--- config.mk ---
export PLATFORM = sky130hd
export DESIGN_NAME = sdc_counter
export DESIGN_NICKNAME = d
export VERILOG_FILES = /design/src/shared/sdc_pkg.sv /design/src/rtl/sdc_counter.sv /design/src/rtl/sdc_decade.sv /design/src/rtl/sdc_nvstore.sv
export SDC_FILE = /design/constraint.sdc
export NUM_CORES = 1
export LEC_CHECK = 0
export BUFFER_PORTS_ARGS = -buffer_cell sky130_fd_sc_hd__buf_2
export CORE_ASPECT_RATIO = 0.9
export CORE_MARGIN = 2
export CORE_UTILIZATION = 55
export CTS_CLUSTER_DIAMETER = 100
export CTS_CLUSTER_SIZE = 20
export DETAILED_ROUTE_END_ITERATION = 6
export GPL_TIMING_DRIVEN = 0
export PLACE_DENSITY_LB_ADDON = 0.25
export SLEW_MARGIN = 5
export SYNTH_ARGS = -nofsm -noshare
export SYNTH_HDL_FRONTEND = slang
export SYNTH_SLANG_ARGS = --single-unit
--- constraint.sdc ---
create_clock -name clock -period 5.8 [get_ports clock]
set_clock_uncertainty 0.05 [all_clocks]
set_input_delay 0.87 -clock clock [delete_from_list [all_inputs] [get_ports clock]]
set_output_delay 0.87 -clock clock [all_outputs]
set_load 0.02 [all_outputs]
--- src/shared/sdc_pkg.sv ---
// Shared constants, types and register map of the six-decade counter
package sdc_pkg;

  localparam int          DIGITS         = 6;
  localparam int          NV_BITS        = 24;
  localparam logic [31:0] SAVE_TIME_MS   = 32'h0000_000a;
  localparam int          CLOCK_MHZ      = 200;
  localparam int          SAVE_CYCLES    = 10 * 1000 * CLOCK_MHZ;
  localparam int          SCAN_DIV       = 1024;

  // APB register byte addresses
  localparam logic [7:0]  ADDR_CTRL      = 8'h00;
  localparam logic [7:0]  ADDR_COUNT     = 8'h04;
  localparam logic [7:0]  ADDR_STORE     = 8'h08;
  localparam logic [7:0]  ADDR_STATUS    = 8'h0c;
  localparam logic [7:0]  ADDR_MASK      = 8'h10;

  // Control register fields
  localparam int          CTRL_MODE_LSB  = 0;
  localparam int          CTRL_LZ_BIT    = 2;
  localparam int          CTRL_BLANK_BIT = 3;
  localparam int          CTRL_EXT_BIT   = 4;
  localparam logic [31:0] CTRL_RESET     = 32'h0000_0000;

  // Status bits
  localparam int          ST_OVF         = 0;
  localparam int          ST_SAVED       = 1;
  localparam int          ST_RECALLED    = 2;
  localparam int          ST_W           = 3;

  typedef enum logic [1:0] {
    SDC_DECIMAL,
    SDC_HMS,
    SDC_HM,
    SDC_MS
  } sdc_mode_t;

  typedef struct packed {
    logic [6:0]        seg;
    logic [DIGITS-1:0] strobe;
  } sdc_disp_t;

endpackage

--- src/rtl/sdc_counter.sv ---
// Six-decade nonvolatile up counter with multiplexed display and APB registers
// Summary of operation
// - Six decimal decades count up by one on each count pulse.
// - A 24-bit nonvolatile store keeps the count.
// - Overflow sets a latch; an extra stored bit keeps it.
// - Save copies counter to store; recall copies store to counter.
// - Digits shown one at a time on seven segments with six strobes.
// - Internal scan oscillator steps digits unless the control register selects the external scan input.
// - Timer mode reads up to 99 hours 59 minutes 59 seconds.
// - Two further timer modes read 9999:59 with tens digit modulo six.
// - Leading zeros may be suppressed and whole display blanked.
module sdc_counter
  import sdc_pkg::*;
#(
  parameter int SAVE_LEN  = SAVE_CYCLES,
  parameter int SCAN_LEN  = SCAN_DIV
) (
  // Clock and reset
  input  wire logic        clock,
  input  wire logic        rstn,
  // Count and control strobes
  input  wire logic        count_in,
  input  wire logic        save_in,
  input  wire logic        recall_in,
  input  wire logic        scan_in,
  // APB slave
  input  wire logic        psel,
  input  wire logic        penable,
  input  wire logic        pwrite,
  input  wire logic [7:0]  paddr,
  input  wire logic [31:0] pwdata,
  output      logic [31:0] prdata,
  output      logic        pready,
  output      logic        pslverr,
  // Display and interrupt
  output      sdc_disp_t   disp,
  output      logic        overflow,
  output      logic        irq
);

  initial begin
    if (SCAN_LEN < 2) $error("SCAN_LEN must be at least 2");
  end

  // Input edge detection
  logic count_q;
  logic recall_q;
  logic scan_q;
  wire  count_rise  = count_in && !count_q;
  wire  recall_rise = recall_in && !recall_q;
  wire  scan_rise   = scan_in && !scan_q;

  always_ff @(posedge clock) begin
    if (!rstn) begin
      count_q  <= 1'b0;
      recall_q <= 1'b0;
      scan_q   <= 1'b0;
    end else begin
      count_q  <= count_in;
      recall_q <= recall_in;
      scan_q   <= scan_in;
    end
  end

  // Register bus decode
  logic [31:0]     ctrl;
  logic [ST_W-1:0] status;
  logic [ST_W-1:0] mask;
  wire  access     = psel && penable;
  wire  wr         = access && pwrite;
  wire  rd         = access && !pwrite;
  wire  hit_ctrl   = paddr == ADDR_CTRL;
  wire  hit_count  = paddr == ADDR_COUNT;
  wire  hit_store  = paddr == ADDR_STORE;
  wire  hit_status = paddr == ADDR_STATUS;
  wire  hit_mask   = paddr == ADDR_MASK;
  wire  hit_any    = hit_ctrl | hit_count | hit_store | hit_status | hit_mask;
  wire  sw_save    = wr && hit_store && pwdata[0];
  wire  sw_recall  = wr && hit_store && pwdata[1];

  wire sdc_mode_t  mode      = sdc_mode_t'(ctrl[CTRL_MODE_LSB +: 2]);
  wire             lz_en     = ctrl[CTRL_LZ_BIT];
  wire             blank     = ctrl[CTRL_BLANK_BIT];
  wire             ext_scan  = ctrl[CTRL_EXT_BIT];

  // Nonvolatile store
  logic [NV_BITS-1:0] nv_data;
  logic               nv_ovf;
  logic               nv_done;
  logic [NV_BITS-1:0] cnt_bits;
  logic               ovf_latch;

  sdc_nvstore #(
    .SAVE_LEN (SAVE_LEN)
  ) u_store (
    .clock   (clock),
    .rstn    (rstn),
    .save    (save_in || sw_save),
    .wr_data (cnt_bits),
    .wr_ovf  (ovf_latch),
    .data    (nv_data),
    .ovf     (nv_ovf),
    .done    (nv_done)
  );

  // Decade chain
  wire        do_recall = recall_rise || sw_recall;
  logic [3:0] top [DIGITS];
  logic [DIGITS:0] chain;
  assign chain[0] = count_rise;

  // Per-decade modulus; decade 0 is least significant
  always_comb begin
    for (int i = 0; i < DIGITS; i++) begin
      top[i] = 4'h9;
    end
    case (mode)
      SDC_HMS: begin
        top[1] = 4'h5;
        top[3] = 4'h5;
      end
      SDC_HM, SDC_MS: begin
        top[1] = 4'h5;
      end
      default: begin
      end
    endcase
  end

  genvar g;
  generate
    for (g = 0; g < DIGITS; g++) begin : g_dec
      sdc_decade u_dec (
        .clock    (clock),
        .rstn     (rstn),
        .inc      (chain[g]),
        .load     (do_recall),
        .load_val (nv_data[4*g +: 4]),
        .top      (top[g]),
        .value    (cnt_bits[4*g +: 4]),
        .carry    (chain[g+1])
      );
    end
  endgenerate

  // Overflow latch
  always_ff @(posedge clock) begin
    if (!rstn) begin
      ovf_latch <= 1'b0;
    end else if (chain[DIGITS]) begin
      ovf_latch <= 1'b1;
    end else if (do_recall) begin
      ovf_latch <= nv_ovf;
    end
  end

  // Scan timing
  logic [31:0]        scan_cnt;
  logic [2:0]         digit;
  wire                int_tick = (scan_cnt == 32'(SCAN_LEN - 1));
  wire                step     = ext_scan ? scan_rise : int_tick;
  wire  [2:0]         next_digit = (digit == 3'(DIGITS - 1)) ? 3'h0 : digit + 3'h1;

  always_ff @(posedge clock) begin
    if (!rstn) begin
      scan_cnt <= 32'h0000_0000;
      digit    <= 3'h0;
    end else begin
      scan_cnt <= int_tick ? 32'h0000_0000 : scan_cnt + 32'h0000_0001;
      if (step) begin
        digit <= next_digit;
      end
    end
  end

  // Leading-zero map: digit i above 0 is leading if it and all above are zero; digit 0 never is
  logic [DIGITS-1:0] lead;
  generate
    for (g = 0; g < DIGITS; g++) begin : g_lead
      if (g == DIGITS - 1) begin : g_top
        assign lead[g] = cnt_bits[4*g +: 4] == 4'h0;
      end else begin : g_rest
        assign lead[g] = (cnt_bits[4*g +: 4] == 4'h0) && lead[g+1] && (g != 0);
      end
    end
  endgenerate

  wire  [3:0] cur_val = cnt_bits[4*digit +: 4];
  logic [6:0] seg_code;

  // Segment order gfedcba
  always_comb begin
    case (cur_val)
      4'h0:    seg_code = 7'h3f;
      4'h1:    seg_code = 7'h06;
      4'h2:    seg_code = 7'h5b;
      4'h3:    seg_code = 7'h4f;
      4'h4:    seg_code = 7'h66;
      4'h5:    seg_code = 7'h6d;
      4'h6:    seg_code = 7'h7d;
      4'h7:    seg_code = 7'h07;
      4'h8:    seg_code = 7'h7f;
      4'h9:    seg_code = 7'h6f;
      default: seg_code = 7'h00;
    endcase
  end

  wire suppress = blank || (lz_en && lead[digit]);
  wire [DIGITS-1:0] strobe_sel = DIGITS'(1) << digit;

  always_ff @(posedge clock) begin
    if (!rstn) begin
      disp     <= '0;
      overflow <= 1'b0;
    end else begin
      disp.seg    <= suppress ? 7'h00 : seg_code;
      disp.strobe <= blank ? '0 : strobe_sel;
      overflow    <= ovf_latch;
    end
  end

  // Status events; set wins over read-clear
  wire [ST_W-1:0] events;
  assign events[ST_OVF]      = chain[DIGITS];
  assign events[ST_SAVED]    = nv_done;
  assign events[ST_RECALLED] = do_recall;
  wire            st_clr     = rd && hit_status;

  logic [31:0] rd_mux;
  always_comb begin
    rd_mux = 32'h0000_0000;
    if (hit_ctrl)   rd_mux = ctrl;
    if (hit_count)  rd_mux = {7'h00, ovf_latch, cnt_bits};
    if (hit_store)  rd_mux = {7'h00, nv_ovf, nv_data};
    if (hit_status) rd_mux = {29'h0000_0000, status};
    if (hit_mask)   rd_mux = {29'h0000_0000, mask};
  end

  always_ff @(posedge clock) begin
    if (!rstn) begin
      ctrl    <= CTRL_RESET;
      mask    <= '0;
      status  <= '0;
      prdata  <= 32'h0000_0000;
      pready  <= 1'b0;
      pslverr <= 1'b0;
      irq     <= 1'b0;
    end else begin
      if (wr && hit_ctrl) ctrl <= {27'h000_0000, pwdata[4:0]};
      if (wr && hit_mask) mask <= pwdata[ST_W-1:0];
      status  <= (st_clr ? '0 : status) | events;
      pready  <= psel && !penable;
      pslverr <= psel && !penable && !hit_any;
      prdata  <= (psel && !penable && !pwrite) ? rd_mux : 32'h0000_0000;
      irq     <= |(((st_clr ? '0 : status) | events) & mask);
    end
  end

endmodule

--- src/rtl/sdc_decade.sv ---
// One counting decade with selectable modulus
module sdc_decade (
  // Clock and reset
  input  wire logic       clock,
  input  wire logic       rstn,
  // Control
  input  wire logic       inc,
  input  wire logic       load,
  input  wire logic [3:0] load_val,
  input  wire logic [3:0] top,
  // State
  output      logic [3:0] value,
  output      logic       carry
);

  assign carry = inc && (value == top);

  always_ff @(posedge clock) begin
    if (!rstn) begin
      value <= 4'h0;
    end else if (load) begin
      value <= load_val;
    end else if (inc) begin
      value <= carry ? 4'h0 : value + 4'h1;
    end
  end

endmodule

--- src/rtl/sdc_nvstore.sv ---
// Nonvolatile store: 24 count bits plus overflow bit, timed save
module sdc_nvstore
  import sdc_pkg::*;
#(
  parameter int SAVE_LEN = SAVE_CYCLES
) (
  // Clock and reset
  input  wire logic               clock,
  input  wire logic               rstn,
  // Control
  input  wire logic               save,
  input  wire logic [NV_BITS-1:0] wr_data,
  input  wire logic               wr_ovf,
  // Stored contents
  output      logic [NV_BITS-1:0] data,
  output      logic               ovf,
  output      logic               done
);

  initial begin
    if (SAVE_LEN < 2) $error("SAVE_LEN must be at least 2");
  end

  logic [31:0] hold;
  wire         full = (hold == 32'(SAVE_LEN - 1));

  // Data commits only once save has been held for SAVE_LEN - 1 cycles
  always_ff @(posedge clock) begin
    if (!rstn) begin
      hold <= 32'h0000_0000;
      done <= 1'b0;
    end else begin
      hold <= (save && !full) ? hold + 32'h0000_0001 : (save ? hold : 32'h0000_0000);
      done <= save && (hold == 32'(SAVE_LEN - 2));
    end
  end

  // Contents kept across the counter reset, as in retention
  always_ff @(posedge clock) begin
    if (save && hold == 32'(SAVE_LEN - 2)) begin
      data <= wr_data;
      ovf  <= wr_ovf;
    end
  end

endmodule

==> flow_summary.ini <==
[floorplan]
die_y_um = 119
die_width_um = 132
dieArea_sq_um = 15800
row_count = 42
io_pins = 98
core_sq_um = 14600
start_util = 0.558

[critical_path]
rrSetupSlack_ns = 2.81
start_kind = flip-flop
crit_path_end_kind = flip-flop
reg2reg_from = digit[0]
timing.critical_path.buf_inv = 3
critPathKind = flip-flop to flip-flop
critPathArrivalTime_ns = 3.29
cp.required_ns = 6.11
cpPeakStageDelay_ns = 0.55
cp_slowest_cell = mux4_2
cpLargestDelayFamily = multiplexers
r2r-end = disp[9]
r2r_cells = 9
cp_cell_sequence = clkbuf_1, buf_2, mux4_2, mux2i_1, inv_1, ha_1, nor3_1, o21ai_0, a21oi_1
cp_max_fo = 10

[place]
portBuffers = 62
dp_hpwl_mm = 13.5
gp_congestion = 0.851
place_area_sq_um = 8710

[route]
drc = 0
drt_iter0_markers = 614
totalWireLength_mm = 19.4
vias = 6769
ant_nets = 0
routedWlPerCell_um = 16.4
drt_pre_antenna_iters = 5
vias_per_cell = 5.75

[synthesis]
async_flop_share = 0
synth_area_leader_cell = dfxtp_1
synth_area_leaders = dfxtp_1 37%, edfxtp_1 9.2%, nor2_1 6.0%
synth_edf_count = 25
netlist_area_sq_um = 8130
synth_flop_cell = dfxtp_1
yosysUniqueCellTypes = 72
post-synth-top-count-cell = dfxtp_1
synth_top_cells_by_count = 149 x dfxtp_1, 129 x nor2_1, 45 x nand2_1
synth.top_cell.area_share = 0.367
yosysSeqAreaShare = 0.460
synth-seq-cells = 174
syn_area_per_cell_sq_um = 9.23
syn_inst = 880
yosysWarnings = 0

[finish]
fillers = 1211
nets = 1042
fin_area_sq_um = 9270
area_growth_pct = 14.1
antenna_cells = 0
drive_above_1_share = 0.135

[grt]
grt_pass1_wl_mm = 31.3
grt_overflow_total = 0
grt_max_degree = 26
antenna_found_initial = 0
use_met3 = 0.0549
busiest_layer = met2
met1_usage = 0.338
grtUsageTotal = 0.249
grt_pass1_vias = 6263
grt.met2_usage = 0.391

[power]
pwr-share-comb = 0.067
leakage_nw = 3.49
p_clk_frac = 0.428
p_per_area_nw_per_um2 = 273
peakVddDrop_mv = 0.195
power_switching_w = 0.000618
swShare = 0.244
share_seq_of_total_power = 0.506
internal_power_w = 0.00191

[clock_network]
postCtsSetupRepairBufs = 0
holdBufCountCts = 0
cts_resized = 0
h-tree-depth = 4
cts_tree = yes
clockBufferDepth = 2
clockRootBuffer = clkbuf_16
insertion_delay_ns = 0.42
cts.sinks = 174
numCtsBuffers = 17
path_clk_slew_ns = 0.07

[sta]
slew_violations = 0
period_share = 0.515
fin_crit_ns = 2.99
rsz0062_at_grt = false
fin_tns_setup_ns = 0
tightestPinTransition_ns = 0.948
max_freq_ghz = 0.335
slew_headroom = 0.363
finalSetupViolCount = 0
hold_viol_final = 0

[job]
cap_violations = 0

[hold_path]
holdPathEnd = status[1]
hp-class = flip-flop to flip-flop
whs_path_depth = 2
hp-start = u_store.done

[outcome]
status = finished clean
==> power by group through the flow <==
stage | registers (W) | logic (W) | clock network [W]
2_1_floorplan | 0.00130 | 0.000108 | 0
3_3_place_gp | 0.00130 | 0.000162 | 0
3_5_place_dp | 0.00130 | 0.000165 | 0
4_1_cts | 0.00128 | 0.000166 | 0.00110
5_1_grt | 0.00128 | 0.000187 | 0.00115
6_report | 0.00128 | 0.000168 | 0.00108
==> layer usage <==
layer,vias to the layer above,wire (um)
li1,3342,-
met1,3154,8950
met2,243,8710
met3,30,1280
met4,0,450
met5,-,0
==> cell type report <==
| class | count | area, sq um | share of cell area |
|---|---|---|---|
| clock inverter | 14 | 121 | 0.0131 |
| clock buffer | 18 | 439 | 0.0474 |
| inverter | 31 | 116 | 0.0125 |
| sequential | 174 | 3730 | 0.403 |
| multi-input combinational | 635 | 4100 | 0.442 |
| timing repair buffer | 62 | 310 | 0.0335 |
| tap | 198 | 248 | 0.0267 |
| buffer | 46 | 205 | 0.0221 |
==> registers in the layout, indices dropped and copies added, names as in the netlist <==
signal and count:
status 3, u_store.hold 32, irq 1, scan_cnt 32
u_store.done 1, u_store.data 24, prdata 25, digit 3
scan_q 1, pready 1, g_dec.u_dec.value 24, overflow 1
disp 13, ctrl 5, mask 3, ovf_latch 1
recall_q 1, count_q 1, pslverr 1, u_store.ovf 1
==> stage by stage <==
step	hold slack [ns]	cells	utilization	worst slack (ns)	total power, W
final	0.406	1178	0.637	2.81	0.00253
after global routing	0.439	1178	0.637	2.59	0.00262
after CTS	0.411	1178	0.637	2.84	0.00254
after detailed placement	0.396	1146	0.599	2.52	0.00147
after global placement	0.387	1146	0.598	1.47	0.00147
after floorplan	0.370	886	-	2.55	0.00141
==> cells by family (layout without fill, tap and decap cells) <==
family / count (synthesis) / after routing / synth area share
simple gates: 374 / 374 / 0.241
flops: 174 / 174 / 0.460
compound gates: 147 / 147 / 0.121
buf+inv: 77 / 171 / 0.0396
xor+xnor: 51 / 51 / 0.0550
mux: 30 / 30 / 0.0434
fa+ha+maj: 26 / 26 / 0.0400
other cells: 1 / 7 / 0.000462
==> how the worst max path moves through the flow <==
| stage | from | end | depth (start not counted) |
|---|---|---|---|
| 3_3_place_gp | paddr[2] | u_store.data[8] | 4 |
| 4_1_cts | digit[0] | disp[9] | 9 |
| 3_5_place_dp | paddr[2] | u_store.hold[20] | 7 |
| 2_1_floorplan | paddr[2] | u_store.data[0] | 4 |
| 5_1_grt | digit[0] | disp[9] | 9 |
| 6_report | digit[0] | disp[9] | 9 |
==> tightest hold or removal path, stage by stage, from the launching register on <==
cell and delay (ns):
dfxtp_1 0.31, a21oi_1 0.04, nor2_1 0.07
==> placed cells by master (no fill, tap or decap), drive strengths merged, types with 24 or more instances in the layout <==
| master | synthesis | final |
|---|---|---|
| a22oi | 24 | 24 |
| ha | 26 | 26 |
| xor2 | 30 | 30 |
| buf | 13 | 75 |
| nand3 | 38 | 38 |
| nand4 | 26 | 26 |
| clkbuf | 33 | 51 |
| o21ai | 35 | 35 |
| nor2 | 129 | 129 |
| a21oi | 29 | 29 |
| mux2i | 24 | 24 |
| dfxtp | 149 | 149 |
| nand2 | 45 | 45 |
| edfxtp | 25 | 25 |
| inv | 30 | 30 |
No activity file was read; power rests on OpenSTA's default activity.
